`src/rtl/pin_mux_defs.vh`:
```
// constants for the port d / port e alternate function mux
`ifndef PIN_MUX_DEFS_VH
`define PIN_MUX_DEFS_VH

// byte offsets of the bus registers
`define REG_CTRL        8'h00
`define REG_PD_LATCH    8'h04
`define REG_PD_DIR      8'h08
`define REG_PE_LATCH    8'h0c
`define REG_PE_DIR      8'h10
`define REG_PD_PINS     8'h14
`define REG_PE_PINS     8'h18
`define REG_OUT_MODE    8'h1c

// register index codes returned by the decode function
`define IDX_CTRL        3'h0
`define IDX_PD_LATCH    3'h1
`define IDX_PD_DIR      3'h2
`define IDX_PE_LATCH    3'h3
`define IDX_PE_DIR      3'h4
`define IDX_PD_PINS     3'h5
`define IDX_PE_PINS     3'h6
`define IDX_OUT_MODE    3'h7

// control register field
`define CTRL_PULLUP_OFF 0

// widths and reset values
`define PD_WIDTH        8
`define PE_WIDTH        3
`define PIN_COUNT       11
`define PE_BASE         8
`define PD_RESET        8'h00
`define PE_RESET        3'h0

// ahb-lite codes
`define HTRANS_NONSEQ   2'h2
`define HTRANS_SEQ      2'h3
`define HRESP_OKAY      1'b0

`endif

```
`src/rtl/pin_override_cell.v`:
```
// one pad: synchroniser plus override selection of four pin attributes
`timescale 1ns/10ps
module pin_override_cell (
   // clock and reset
   input  wire core_clk,
   input  wire reset_n,
   // plain port control
   input  wire port_latch,
   input  wire port_dir,
   input  wire pullup_off,
   // overrides from peripherals
   input  wire pu_oe,
   input  wire pu_ov,
   input  wire dd_oe,
   input  wire dd_ov,
   input  wire pv_oe,
   input  wire pv_ov,
   input  wire ie_oe,
   input  wire ie_ov,
   // pad side
   input  wire pad_in,
   output wire pad_out,
   output wire pad_oe,
   output wire pad_pullup,
   // gated sample toward peripherals and pin register
   output wire pin_value
);

   reg  pad_meta_q;
   reg  pad_sync_q;
   wire base_pullup;
   wire input_en;

   // two flops: the pad is asynchronous to core_clk
   always @(posedge core_clk or negedge reset_n) begin
      if (!reset_n) begin
         pad_meta_q <= 1'b0;
         pad_sync_q <= 1'b0;
      end else begin
         pad_meta_q <= pad_in;
         pad_sync_q <= pad_meta_q;
      end
   end

   // plain port pull-up: input mode, latch high, not globally off
   assign base_pullup = port_latch & ~port_dir & ~pullup_off;

   assign pad_pullup = pu_oe ? pu_ov : base_pullup;
   assign pad_oe     = dd_oe ? dd_ov : port_dir;
   assign pad_out    = pv_oe ? pv_ov : port_latch;
   assign input_en   = ie_oe ? ie_ov : 1'b1;

   // gated input reads low, so a floating oscillator pin reads quiet
   assign pin_value  = pad_sync_q & input_en;

endmodule

```
`src/rtl/port_d_e_alt_function_mux.v`:
```
// port d / port e alternate function mux with an ahb-lite register slave
//
// Behaviour
// - pd2 feeds irq0; gate forced on when enabled
// - pd2 serial1 clock direction from pd2 select
// - pd2 clock function only in synchronous mode
// - transmitter enable forces pd1 output, tx data
// - receiver enable forces pd0 input, feeds rx
// - pd0 pull-up follows latch and global off
// - memory enable overrides pd7/pd6 as strobes
// - timer2 async forces pd5/pd4 all off
// - pd5 compare a; pd4 clock else t3 compare
// - pe2 value from compare b when enabled
// - compare b needs pe2 direction bit set
// - pe2 also carries timer1 pwm waveform
// - memory enable overrides pe1 as address latch
// - pe0 feeds timer1 input capture
// - pe0 feeds irq2; gate forced on when enabled
// - only pe1 direction and pull-up overridden
//
// Decided for this implementation: the register offsets and register access over AHB-Lite.
`timescale 1ns/10ps
`include "pin_mux_defs.vh"
module port_d_e_alt_function_mux (
   // clock and reset
   input  wire                  core_clk,
   input  wire                  reset_n,
   // ahb-lite slave
   input  wire                  hsel,
   input  wire [31:0]           haddr,
   input  wire [1:0]            htrans,
   input  wire                  hwrite,
   input  wire [2:0]            hsize,
   input  wire [31:0]           hwdata,
   input  wire                  hready,
   output wire                  hreadyout,
   output wire                  hresp,
   output reg  [31:0]           hrdata,
   // first serial unit
   input  wire                  serial0_tx_enable,
   input  wire                  serial0_rx_enable,
   input  wire                  serial0_tx_pin,
   output wire                  serial0_rx_pin,
   input  wire                  serial0_clk_out_enable,
   input  wire                  serial0_ext_clock,
   output wire                  serial0_clk_in,
   // second serial unit
   input  wire                  serial1_sync_mode,
   input  wire                  serial1_ext_clock,
   output wire                  serial1_clk_in,
   // external memory strobes
   input  wire                  ext_mem_enable,
   input  wire                  mem_read_strobe,
   input  wire                  mem_write_strobe,
   input  wire                  mem_addr_latch,
   // timers
   input  wire                  timer2_async_select,
   input  wire                  t1_compare_a_enable,
   input  wire                  t1_compare_a_out,
   input  wire                  t3_compare_a_enable,
   input  wire                  t3_compare_a_out,
   input  wire                  t1_compare_b_enable,
   input  wire                  t1_compare_b_out,
   output wire                  t1_capture_input,
   // external interrupts
   input  wire                  ext_irq0_enable,
   input  wire                  ext_irq2_enable,
   output wire                  ext_irq0_input,
   output wire                  ext_irq2_input,
   // port d pads
   input  wire [`PD_WIDTH-1:0]  pd_pad_in,
   output wire [`PD_WIDTH-1:0]  pd_pad_out,
   output wire [`PD_WIDTH-1:0]  pd_pad_oe,
   output wire [`PD_WIDTH-1:0]  pd_pad_pullup,
   // port e pads
   input  wire [`PE_WIDTH-1:0]  pe_pad_in,
   output wire [`PE_WIDTH-1:0]  pe_pad_out,
   output wire [`PE_WIDTH-1:0]  pe_pad_oe,
   output wire [`PE_WIDTH-1:0]  pe_pad_pullup
);

   // register file
   reg                    global_pullup_off_q;
   reg  [`PD_WIDTH-1:0]   pd_latch_q;
   reg  [`PD_WIDTH-1:0]   pd_dir_q;
   reg  [`PE_WIDTH-1:0]   pe_latch_q;
   reg  [`PE_WIDTH-1:0]   pe_dir_q;

   // ahb data phase state
   reg                    wr_pend_q;
   reg                    rd_pend_q;
   reg                    hit_q;
   reg  [2:0]             idx_q;

   // per-pin override vectors
   reg  [`PIN_COUNT-1:0]  pu_oe;
   reg  [`PIN_COUNT-1:0]  pu_ov;
   reg  [`PIN_COUNT-1:0]  dd_oe;
   reg  [`PIN_COUNT-1:0]  dd_ov;
   reg  [`PIN_COUNT-1:0]  pv_oe;
   reg  [`PIN_COUNT-1:0]  pv_ov;
   reg  [`PIN_COUNT-1:0]  ie_oe;
   reg  [`PIN_COUNT-1:0]  ie_ov;

   wire [`PIN_COUNT-1:0]  all_latch;
   wire [`PIN_COUNT-1:0]  all_dir;
   wire [`PIN_COUNT-1:0]  all_pad_in;
   wire [`PIN_COUNT-1:0]  all_pad_out;
   wire [`PIN_COUNT-1:0]  all_pad_oe;
   wire [`PIN_COUNT-1:0]  all_pad_pullup;
   wire [`PIN_COUNT-1:0]  pin_value;

   wire                   addr_phase;
   wire [3:0]             addr_dec;
   wire                   addr_hit;
   wire [2:0]             addr_idx;
   wire                   serial1_clk_drive;

   // map a byte address onto a register index; bit 3 flags a hit
   function [3:0] reg_decode;
      input [31:0] addr;
      begin
         case (addr[31:0])
            {24'h000000, `REG_CTRL}:     reg_decode = {1'b1, `IDX_CTRL};
            {24'h000000, `REG_PD_LATCH}: reg_decode = {1'b1, `IDX_PD_LATCH};
            {24'h000000, `REG_PD_DIR}:   reg_decode = {1'b1, `IDX_PD_DIR};
            {24'h000000, `REG_PE_LATCH}: reg_decode = {1'b1, `IDX_PE_LATCH};
            {24'h000000, `REG_PE_DIR}:   reg_decode = {1'b1, `IDX_PE_DIR};
            {24'h000000, `REG_PD_PINS}:  reg_decode = {1'b1, `IDX_PD_PINS};
            {24'h000000, `REG_PE_PINS}:  reg_decode = {1'b1, `IDX_PE_PINS};
            {24'h000000, `REG_OUT_MODE}: reg_decode = {1'b1, `IDX_OUT_MODE};
            default:                     reg_decode = 4'h0;
         endcase
      end
   endfunction

   // zero wait state slave, never errors
   assign hreadyout  = 1'b1;
   assign hresp      = `HRESP_OKAY;
   assign addr_phase = hsel & hready &
                       ((htrans == `HTRANS_NONSEQ) | (htrans == `HTRANS_SEQ));
   assign addr_dec   = reg_decode(haddr);
   assign addr_hit   = addr_dec[3];
   assign addr_idx   = addr_dec[2:0];

   always @(posedge core_clk or negedge reset_n) begin
      if (!reset_n) begin
         wr_pend_q <= 1'b0;
         rd_pend_q <= 1'b0;
         hit_q     <= 1'b0;
         idx_q     <= 3'h0;
      end else if (hready) begin
         wr_pend_q <= addr_phase & hwrite;
         rd_pend_q <= addr_phase & ~hwrite;
         hit_q     <= addr_phase & addr_hit;
         idx_q     <= addr_idx;
      end
   end

   // writes land at the end of the data phase; pin registers are read-only
   always @(posedge core_clk or negedge reset_n) begin
      if (!reset_n) begin
         global_pullup_off_q <= 1'b0;
         pd_latch_q          <= `PD_RESET;
         pd_dir_q            <= `PD_RESET;
         pe_latch_q          <= `PE_RESET;
         pe_dir_q            <= `PE_RESET;
      end else if (wr_pend_q & hit_q) begin
         case (idx_q)
            `IDX_CTRL:
               global_pullup_off_q <= hwdata[`CTRL_PULLUP_OFF];
            `IDX_PD_LATCH: pd_latch_q <= hwdata[`PD_WIDTH-1:0];
            `IDX_PD_DIR:   pd_dir_q   <= hwdata[`PD_WIDTH-1:0];
            `IDX_PE_LATCH: pe_latch_q <= hwdata[`PE_WIDTH-1:0];
            `IDX_PE_DIR:   pe_dir_q   <= hwdata[`PE_WIDTH-1:0];
            default: begin
               global_pullup_off_q <= global_pullup_off_q;
            end
         endcase
      end
   end

   // read mux of registers, pin samples and pad enables; unmapped addresses read zero
   always @* begin
      hrdata = 32'h00000000;
      if (rd_pend_q & hit_q) begin
         case (idx_q)
            `IDX_CTRL:     hrdata = {31'h00000000, global_pullup_off_q};
            `IDX_PD_LATCH: hrdata = {24'h000000, pd_latch_q};
            `IDX_PD_DIR:   hrdata = {24'h000000, pd_dir_q};
            `IDX_PE_LATCH: hrdata = {29'h00000000, pe_latch_q};
            `IDX_PE_DIR:   hrdata = {29'h00000000, pe_dir_q};
            `IDX_PD_PINS:  hrdata = {24'h000000, pin_value[7:0]};
            `IDX_PE_PINS:  hrdata = {29'h00000000, pin_value[10:8]};
            `IDX_OUT_MODE: hrdata = {21'h000000, all_pad_oe};
            default:       hrdata = 32'h00000000;
         endcase
      end
   end

   // clock drives out only when pd2 direction selects output
   assign serial1_clk_drive = serial1_sync_mode & pd_dir_q[2];

   // no flops between peripheral enables and pads
   always @* begin
      pu_oe = {`PIN_COUNT{1'b0}};
      pu_ov = {`PIN_COUNT{1'b0}};
      dd_oe = {`PIN_COUNT{1'b0}};
      dd_ov = {`PIN_COUNT{1'b0}};
      pv_oe = {`PIN_COUNT{1'b0}};
      pv_ov = {`PIN_COUNT{1'b0}};
      ie_oe = {`PIN_COUNT{1'b0}};
      ie_ov = {`PIN_COUNT{1'b0}};
      // memory strobes own pd7 and pd6
      pu_oe[7] = ext_mem_enable;
      dd_oe[7] = ext_mem_enable;
      dd_ov[7] = 1'b1;
      pv_oe[7] = ext_mem_enable;
      pv_ov[7] = mem_read_strobe;
      ie_oe[7] = ext_mem_enable;
      pu_oe[6] = ext_mem_enable;
      dd_oe[6] = ext_mem_enable;
      dd_ov[6] = 1'b1;
      pv_oe[6] = ext_mem_enable;
      pv_ov[6] = mem_write_strobe;
      ie_oe[6] = ext_mem_enable;
      // oscillator pins cut off from the port
      pu_oe[5] = timer2_async_select;
      dd_oe[5] = timer2_async_select;
      ie_oe[5] = timer2_async_select;
      pu_oe[4] = timer2_async_select;
      dd_oe[4] = timer2_async_select;
      ie_oe[4] = timer2_async_select;
      // compare a on pd5, clock before compare on pd4
      pv_oe[5] = t1_compare_a_enable;
      pv_ov[5] = t1_compare_a_out;
      pv_oe[4] = serial0_clk_out_enable | t3_compare_a_enable;
      pv_ov[4] = serial0_clk_out_enable ? serial0_ext_clock
                                        : t3_compare_a_out;
      pv_oe[2] = serial1_clk_drive;
      pv_ov[2] = serial1_ext_clock;
      // input kept alive while irq0 enabled
      ie_oe[2] = ext_irq0_enable;
      ie_ov[2] = 1'b1;
      pu_oe[1] = serial0_tx_enable;
      dd_oe[1] = serial0_tx_enable;
      dd_ov[1] = 1'b1;
      pv_oe[1] = serial0_tx_enable;
      pv_ov[1] = serial0_tx_pin;
      dd_oe[0] = serial0_rx_enable;
      pu_oe[0] = serial0_rx_enable;
      pu_ov[0] = pd_latch_q[0] & ~global_pullup_off_q;
      // pwm waveform arrives on the same compare line
      pv_oe[`PE_BASE+2] = t1_compare_b_enable;
      pv_ov[`PE_BASE+2] = t1_compare_b_out;
      // the only port e pin with pull-up and direction overrides
      pu_oe[`PE_BASE+1] = ext_mem_enable;
      dd_oe[`PE_BASE+1] = ext_mem_enable;
      dd_ov[`PE_BASE+1] = 1'b1;
      pv_oe[`PE_BASE+1] = ext_mem_enable;
      pv_ov[`PE_BASE+1] = mem_addr_latch;
      // input kept alive while irq2 enabled
      ie_oe[`PE_BASE] = ext_irq2_enable;
      ie_ov[`PE_BASE] = 1'b1;
   end

   assign all_latch  = {pe_latch_q, pd_latch_q};
   assign all_dir    = {pe_dir_q, pd_dir_q};
   assign all_pad_in = {pe_pad_in, pd_pad_in};

   genvar gi;
   generate
      for (gi = 0; gi < `PIN_COUNT; gi = gi + 1) begin : g_pin
         pin_override_cell u_cell (
            .core_clk   (core_clk),
            .reset_n    (reset_n),
            .port_latch (all_latch[gi]),
            .port_dir   (all_dir[gi]),
            .pullup_off (global_pullup_off_q),
            .pu_oe      (pu_oe[gi]),
            .pu_ov      (pu_ov[gi]),
            .dd_oe      (dd_oe[gi]),
            .dd_ov      (dd_ov[gi]),
            .pv_oe      (pv_oe[gi]),
            .pv_ov      (pv_ov[gi]),
            .ie_oe      (ie_oe[gi]),
            .ie_ov      (ie_ov[gi]),
            .pad_in     (all_pad_in[gi]),
            .pad_out    (all_pad_out[gi]),
            .pad_oe     (all_pad_oe[gi]),
            .pad_pullup (all_pad_pullup[gi]),
            .pin_value  (pin_value[gi])
         );
      end
   endgenerate

   // pe2 direction comes only from its own bit
   assign pe_pad_oe     = all_pad_oe[10:8];
   assign pe_pad_out    = all_pad_out[10:8];
   assign pe_pad_pullup = all_pad_pullup[10:8];
   assign pd_pad_oe     = all_pad_oe[7:0];
   assign pd_pad_out    = all_pad_out[7:0];
   assign pd_pad_pullup = all_pad_pullup[7:0];

   assign ext_irq0_input   = pin_value[2];
   // clock input idle outside synchronous mode
   assign serial1_clk_in   = pin_value[2] & serial1_sync_mode;
   assign serial0_rx_pin   = pin_value[0];
   assign serial0_clk_in   = pin_value[4];
   assign t1_capture_input = pin_value[`PE_BASE];
   assign ext_irq2_input   = pin_value[`PE_BASE];

endmodule

```
`config.mk`:
```
export PLATFORM = sky130hd
export DESIGN_NAME = port_d_e_alt_function_mux
export DESIGN_NICKNAME = d
export VERILOG_FILES = /design/src/rtl/pin_override_cell.v /design/src/rtl/port_d_e_alt_function_mux.v
export VERILOG_INCLUDE_DIRS = /design/src /design/src/rtl
export SDC_FILE = /design/constraint.sdc
export NUM_CORES = 1
export LEC_CHECK = 0
export ABC_CLOCK_PERIOD_IN_PS = 2950
export BUFFER_PORTS_ARGS = -buffer_cell sky130_fd_sc_hd__buf_2
export CAP_MARGIN = 40
export CORE_MARGIN = 5
export CORE_UTILIZATION = 47
export DETAILED_ROUTE_END_ITERATION = 8
export PLACE_DENSITY = 0.95
export SETUP_SLACK_MARGIN = 0.3
export SLEW_MARGIN = 20
export SYNTH_ARGS = -nofsm -noshare
export SYNTH_HDL_FRONTEND = slang
export SYNTH_SLANG_ARGS = --single-unit
```
`constraint.sdc`:
```
create_clock -name core_clk -period 2.95 [get_ports core_clk]
set_clock_uncertainty 0.2 [all_clocks]
set_input_delay 0.59 -clock core_clk [delete_from_list [all_inputs] [get_ports core_clk]]
set_output_delay 0.59 -clock core_clk [all_outputs]
set_load 0.01 [all_outputs]
```
==> results of run 1 <==
## state kept, by name, indices dropped and copies added, names as in the netlist
| signal | flops |
|---|---|
| g_pin.u_cell.pad_meta_q | 11 |
| g_pin.u_cell.pad_sync_q | 11 |
| global_pullup_off_q | 1 |
| hit_q | 1 |
| idx_q | 3 |
| pd_dir_q | 8 |
| pd_latch_q | 8 |
| pe_dir_q | 3 |
| pe_latch_q | 3 |
| rd_pend_q | 1 |
| wr_pend_q | 1 |
## per-layer routing
layer  vias up  routed length, µm  track usage
li1       1060                  -            -
met1      1093               2880        0.228
met2       110               3600        0.302
met3        12                487       0.0345
met4         0                131       0.0563
met5         -                  0            0
## power by group
part	leakage (µW)	switching [µW]	internal [µW]
combinational	0.00106	69.2	59.6
clock	0.0000654	218	339
sequential	0.000648	9.10	717
## final timing paths
kind / slack, ps / cells past startpoint / endpoint
hold / removal: 70 / 1 / pd_dir_q[7]
setup / recovery: 400 / 6 / hrdata[4]
setup reg to reg: 680 / 5 / pd_latch_q[6]
min in group core_clk: 150 / 0 / g_pin[8].u_cell.pad_sync_q
max in group asynchronous: 1950 / 2 / idx_q[1]
hold reg to reg: 150 / 0 / g_pin[8].u_cell.pad_sync_q
## per-stage QoR
| step | hold slack, ps | area, µm² | setup WS, ps |
|---|---|---|---|
| 2_1_floorplan | 94.4 | 2990 | 850 |
| 3_3_place_gp | 131 | 3260 | 505 |
| 3_5_place_dp | 136 | 3280 | 477 |
| 4_1_cts | 71.9 | 3410 | 311 |
| 5_1_grt | 111 | 3490 | 296 |
| 6_report | 66.4 | 3490 | 400 |
## placed cells by master (no fill, tap or decap), types with 2 or more instances in the layout
master and n:
sky130_fd_sc_hd__nor2b_1 10, sky130_fd_sc_hd__and2_1 6, sky130_fd_sc_hd__nor2_2 2, sky130_fd_sc_hd__buf_2 124
sky130_fd_sc_hd__nand4_1 4, sky130_fd_sc_hd__mux2_4 8, sky130_fd_sc_hd__nor2_1 13, sky130_fd_sc_hd__a21oi_1 6
sky130_fd_sc_hd__nand2_1 11, sky130_fd_sc_hd__buf_4 11, sky130_fd_sc_hd__dfrtp_2 2, sky130_fd_sc_hd__mux2i_1 6
sky130_fd_sc_hd__conb_1 23, sky130_fd_sc_hd__inv_1 5, sky130_fd_sc_hd__mux2_2 24, sky130_fd_sc_hd__nor4_1 6
sky130_fd_sc_hd__a31o_2 3, sky130_fd_sc_hd__o2bb2ai_1 3, sky130_fd_sc_hd__nor3b_1 10, sky130_fd_sc_hd__clkbuf_8 5
sky130_fd_sc_hd__a32oi_1 3, sky130_fd_sc_hd__bufinv_16 2, sky130_fd_sc_hd__dfrtp_1 48, sky130_fd_sc_hd__nor3_1 3
sky130_fd_sc_hd__a22oi_1 2, sky130_fd_sc_hd__o21ai_0 6, sky130_fd_sc_hd__nor4b_1 2
## cell families after synthesis
logic type | Yosys count | synth area share
AO/OA/AOI/OAI | 27 | 0.0649
buffers and inverters | 70 | 0.168
XOR/XNOR | 1 | 0.00301
multiplexers | 39 | 0.162
flip-flops | 51 | 0.438
other | 2 | 0.00258
AND/OR/NAND/NOR | 79 | 0.161
## what timing repair did
| item | in CTS | in global routing |
|---|---|---|
| resized for setup | 2 | 6 |
| endpoints found under the setup margin | 8 | 8 |
| buffers inserted | 0 | 8 |
## final cells by class
class,instances,area [µm²]
clock buffer,6,72.6
clock inverter,2,60.1
inverter,5,18.8
fill,480,2500
timing repair buffer,136,723
tap,75,93.8
multi-input combinational,169,1240
sequential,51,1280
## worst register-to-register path, delay by kind of cell, from the launching register on
family | cells | cell delay (ps)
buffers and inverters | 1 | 170
flip-flops | 1 | 480
multiplexers | 1 | 360
AND/OR/NAND/NOR | 3 | 940
==> impl_metrics.ini, run 1 <==
[floorplanning]
top_level_ports = 178
starting_density_of_the_core = 0.486
total_die_area_mm2 = 0.00787
core-area_mm2 = 0.00599
fp.dieH_um = 88.7
die_w_um = 88.7
fp-row-count = 28

[min_path]
hold_class = in -> async

[setup_path]
timing.critical_path.mode_cell = sky130_fd_sc_hd__buf_4
worst_setup_path_end_kind = output pin
path_max_fanout = 10
crit_path_cells = buf_4 -> buf_4 -> nor2_2 -> a32oi_1 -> a21oi_1 -> buf_2
cp.arrival_ps = 1760
timing.critical_path.slowest_stage_cell = sky130_fd_sc_hd__dfrtp_4
worst_r2r_startpoint = idx_q[1]
start_kind = flop
timing.critical_path.required_ps = 2160
timing.critical_path.max_delay_family = flip-flops
setup.worst_path.start = idx_q[2]
slowest_delay_ps = 550
timing.critical_path.buf_inv = 3
worst-setup-path-type = reg -> out

[timing]
achievable-frequency_mhz = 392
hold_viol_final = 0
layout_worst_path_cycle_share = 0.864
rsz0062_at_grt = false
drv_slew = 0
finalWorstPathRequiredPeriod_ps = 2550
setup_tns_ps = 0
timing_worst_slew_pin_value_ps = 621
setup_viol = 0
worst_case_headroom_to_the_max_slew_limit = 0.586

[logic_synthesis]
syn_inst = 269
synth.top_cells.by_count = sky130_fd_sc_hd__buf_4, sky130_fd_sc_hd__dfrtp_1, sky130_fd_sc_hd__mux2_2
synth_edf_count = 0
synth_top_area_frac = 0.438
yosysMostFrequentCell = sky130_fd_sc_hd__buf_4
post_synth_instance_area_mm2 = 0.00291
synth.yosys.seq_area_share = 0.438
post_synth.cell_area_avg_um2 = 10.8
synthTopCellsByArea = sky130_fd_sc_hd__dfrtp_1, sky130_fd_sc_hd__buf_4, sky130_fd_sc_hd__mux2_2
yosys_register_bits = 51
yosys.cell_types.count = 43
dominantRegCellSynth = sky130_fd_sc_hd__dfrtp_1
synth_largest_area_cell = sky130_fd_sc_hd__dfrtp_1
postSynth.asyncResetShare = 1.00
yosysWarningCount = 0

[clock_tree]
cts_tree = built
cts.root.buffer_cell = sky130_fd_sc_hd__clkbuf_8
insertion_delay_ps = 300
h_tree_lvls = 2
clk_pin_slew_ps = 90
max_buffers_root_to_sink = 2
cts-buffers-inserted = 5
postCtsHoldBufs = 0
cts_num_sinks = 51

[power]
pwr_density_cell_mw_per_mm2 = 405
total_power_uw = 1410
static-leakage-power_uw = 0.00178
vdd.ir_drop.worst_uv = 343

[global_routing]
antenna_violations_before_repair = 0
grt_max_degree = 27
grt_overflow = 0
gr-usage-all-layers = 0.177
grt_pass1_wl_mm = 10.7
number_of_global_route_vias_before_repair = 2201

[placed_design]
routabilityCongestion = 0.864
dp_cells = 428
detailedPlacementHpwl_mm = 5.52
io_buffer_count = 124

[route]
finalWirelength_mm = 7.10
final_antenna_net_count = 0
via_per_inst = 5.12
remaining_drc_errors = 0
avgRoutedWirePerCell_um = 16.0
vias = 2275
detail_route.iter0.violations = 100
detailedRoute.firstPassIterationCount = 4

[layout]
number_of_nets_at_the_end_of_the_flow = 473
layoutNonFillerInstCount = 444
finish.utilization = 0.582
final_layout_size_suffix_gt1_frac = 0.515
antenna_cells_inserted = 0
layout-area-overhead-vs-synth_pct = 19.8

[flow_run]
max_cap_violations = 0

[status]
run_status = finished clean
Power figures use the tool's default switching activity.
==> run 2: changes to the inputs <==
--- a/config.mk
+++ b/config.mk
@@ -13,6 +13,7 @@
 export CORE_UTILIZATION = 47
 export DETAILED_ROUTE_END_ITERATION = 8
 export PLACE_DENSITY = 0.95
+export RECOVER_POWER = 50
 export SETUP_SLACK_MARGIN = 0.3
 export SLEW_MARGIN = 20
 export SYNTH_ARGS = -nofsm -noshare
==> run 2 against run 1 <==
Total power hardly changed. Worst hold slack better by 81 ps. Global-route usage stayed put. Die area stayed put. Register-to-register slack barely moved. Sequential share of layout area is 0.19 points higher. First-iteration DRC count rose by 11%. Non-clock buffer count stayed put. Sequential power about the same. Cell count did not move. Wire length about the same.
==> impl_metrics.ini, run 2 (synthesis results as in run 1) <==
[floorplanning]
fp.dieH_um = 88.7
core-area_mm2 = 0.00599
die_w_um = 88.7
top_level_ports = 178
total_die_area_mm2 = 0.00787
starting_density_of_the_core = 0.486
fp-row-count = 28

[setup_path]
start_kind = flop
worst_r2r_startpoint = idx_q[1]
slowest_delay_ps = 550
setup.worst_path.start = idx_q[2]
worst-setup-path-type = reg -> out
regToRegSetupSlack_ps = 690
cp.arrival_ps = 1760
timing.critical_path.mode_cell = sky130_fd_sc_hd__buf_4
timing.critical_path.buf_inv = 3
worst-path-stages = 6
timing.critical_path.slowest_stage_cell = sky130_fd_sc_hd__dfrtp_4
timing.critical_path.max_delay_family = flip-flops
worst_setup_path_end_kind = output pin
path_max_fanout = 10
timing.critical_path.required_ps = 2160
crit_path_cells = buf_4 -> buf_4 -> nor2_2 -> a32oi_1 -> a21oi_1 -> buf_2
rr_endpoint = pd_latch_q[6]
worst_setup_path_endpoint = hrdata[5]
path_depth_of_the_worst_reg2reg_path = 5

[timing]
drv_slew = 0
hold_viol_final = 0
setup_tns_ps = 0
finalWorstPathRequiredPeriod_ps = 2550
rsz0062_at_grt = false
setup_viol = 0
layout_worst_path_cycle_share = 0.865
layout_setup_ws_ps = 398
achievable-frequency_mhz = 392
worst_case_headroom_to_the_max_slew_limit = 0.164
timing_worst_slew_pin_value_ps = 1250

[power]
switchingPower_uw = 300
vdd.ir_drop.worst_uv = 343
clkPwrFrac = 0.397
total_power_uw = 1410
p_int_uw = 1110
share_seq_of_total_power = 0.514
static-leakage-power_uw = 0.00176
share_comb_of_total_power = 0.089
pwr_density_cell_mw_per_mm2 = 407
power_switching_share = 0.212

[clock_tree]
insertion_delay_ps = 310
cts-buffers-inserted = 5
h_tree_lvls = 2
cts_tree = built
postCtsHoldBufs = 0
clk_pin_slew_ps = 90
cts_num_sinks = 51
max_buffers_root_to_sink = 2
cts.root.buffer_cell = sky130_fd_sc_hd__clkbuf_8

[global_routing]
grt_max_degree = 27
antenna_violations_before_repair = 0
gr-usage-all-layers = 0.177
grt_pass1_wl_mm = 10.7
grt_overflow = 0
number_of_global_route_vias_before_repair = 2201

[route]
avgRoutedWirePerCell_um = 16.0
vias = 2246
remaining_drc_errors = 0
detailedRoute.firstPassIterationCount = 4
via_per_inst = 5.06
detail_route.iter0.violations = 111
final_antenna_net_count = 0
finalWirelength_mm = 7.10

[layout]
register_area_mm2 = 0.00128
multi_input_comb_area_mm2 = 0.00124
antenna_cells_inserted = 0
layout.cell_area.non_filler_mm2 = 0.00347
number_of_nets_at_the_end_of_the_flow = 473
mostFrequentLayoutCell = sky130_fd_sc_hd__buf_2
final_cell_mix = sky130_fd_sc_hd__buf_2, sky130_fd_sc_hd__dfrtp_1, sky130_fd_sc_hd__mux2_2
final_layout_size_suffix_gt1_frac = 0.509
largest_registers = g_pin.u_cell.pad_meta_q (11), g_pin.u_cell.pad_sync_q (11)
nFillCells = 484
layout-area-overhead-vs-synth_pct = 19.2

[placed_design]
pre_cts_ws_ps = 477
dpl_cell_area_mm2 = 0.00328
detailedPlacementHpwl_mm = 5.52
routabilityCongestion = 0.864
io_buffer_count = 124

[min_path]
hold_wc_startpoint = g_pin[8].u_cell.pad_meta_q
hold_class = reg -> reg

[flow_run]
max_cap_violations = 0

[status]
run_status = finished clean
-- run 2: worst reg2reg max path, stage by stage, from the launching register on --
cell and delay, ps:
sky130_fd_sc_hd__dfrtp_2 480, sky130_fd_sc_hd__buf_4 170, sky130_fd_sc_hd__nor2b_4 180, sky130_fd_sc_hd__and2b_4 200
sky130_fd_sc_hd__and3_1 560, sky130_fd_sc_hd__mux2_4 350
-- run 2: final cells by class --
type,instances,area share
flip-flops and latches,51,0.370
multi-input cells,169,0.357
repair buffers,136,0.203
well taps,75,0.0270
clock buffers,6,0.0209
clock inverters,2,0.0173
inverters,5,0.00541
-- run 2: power by group through the flow --
stage	combinational (µW)	clock [µW]	sequential [µW]
floorplan	77.5	0	738
global placement	122	0	740
detailed placement	128	0	740
CTS	129	566	726
global route	142	600	729
finish	126	561	726
-- run 2: worst min-delay path by stage --
| stage | endpoint | slack [ps] | cells after the start |
|---|---|---|---|
| 5_1_grt | g_pin[4].u_cell.pad_sync_q | 160 | 0 |
| 6_report | g_pin[8].u_cell.pad_sync_q | 150 | 0 |
| 2_1_floorplan | g_pin[0].u_cell.pad_meta_q | 90 | 0 |
| 3_3_place_gp | g_pin[2].u_cell.pad_sync_q | 130 | 0 |
| 3_5_place_dp | g_pin[6].u_cell.pad_sync_q | 140 | 0 |
| 4_1_cts | pd_dir_q[7] | 70 | 1 |
-- run 2: timing repair --
action / CTS / global route
endpoints found under the setup margin: 8 / 8
resized for setup: 2 / 6
buffers inserted: 0 / 8
cloned: 0 / 0
-- run 2: per-layer routing --
layer,track usage,up-vias,part of all wire
li1,-,1060,-
met1,0.228,1084,0.42
met2,0.302,92,0.51
met3,0.0345,10,0.063
met4,0.0563,0,0.015
met5,0,-,0
-- run 2: stage by stage --
stage,util,std cells,hold WS (ps)
2_1_floorplan,-,290,94.4
3_5_place_dp,0.547,428,136
3_3_place_gp,0.544,427,131
6_report,0.579,444,147
5_1_grt,0.579,444,161
4_1_cts,0.570,436,71.9
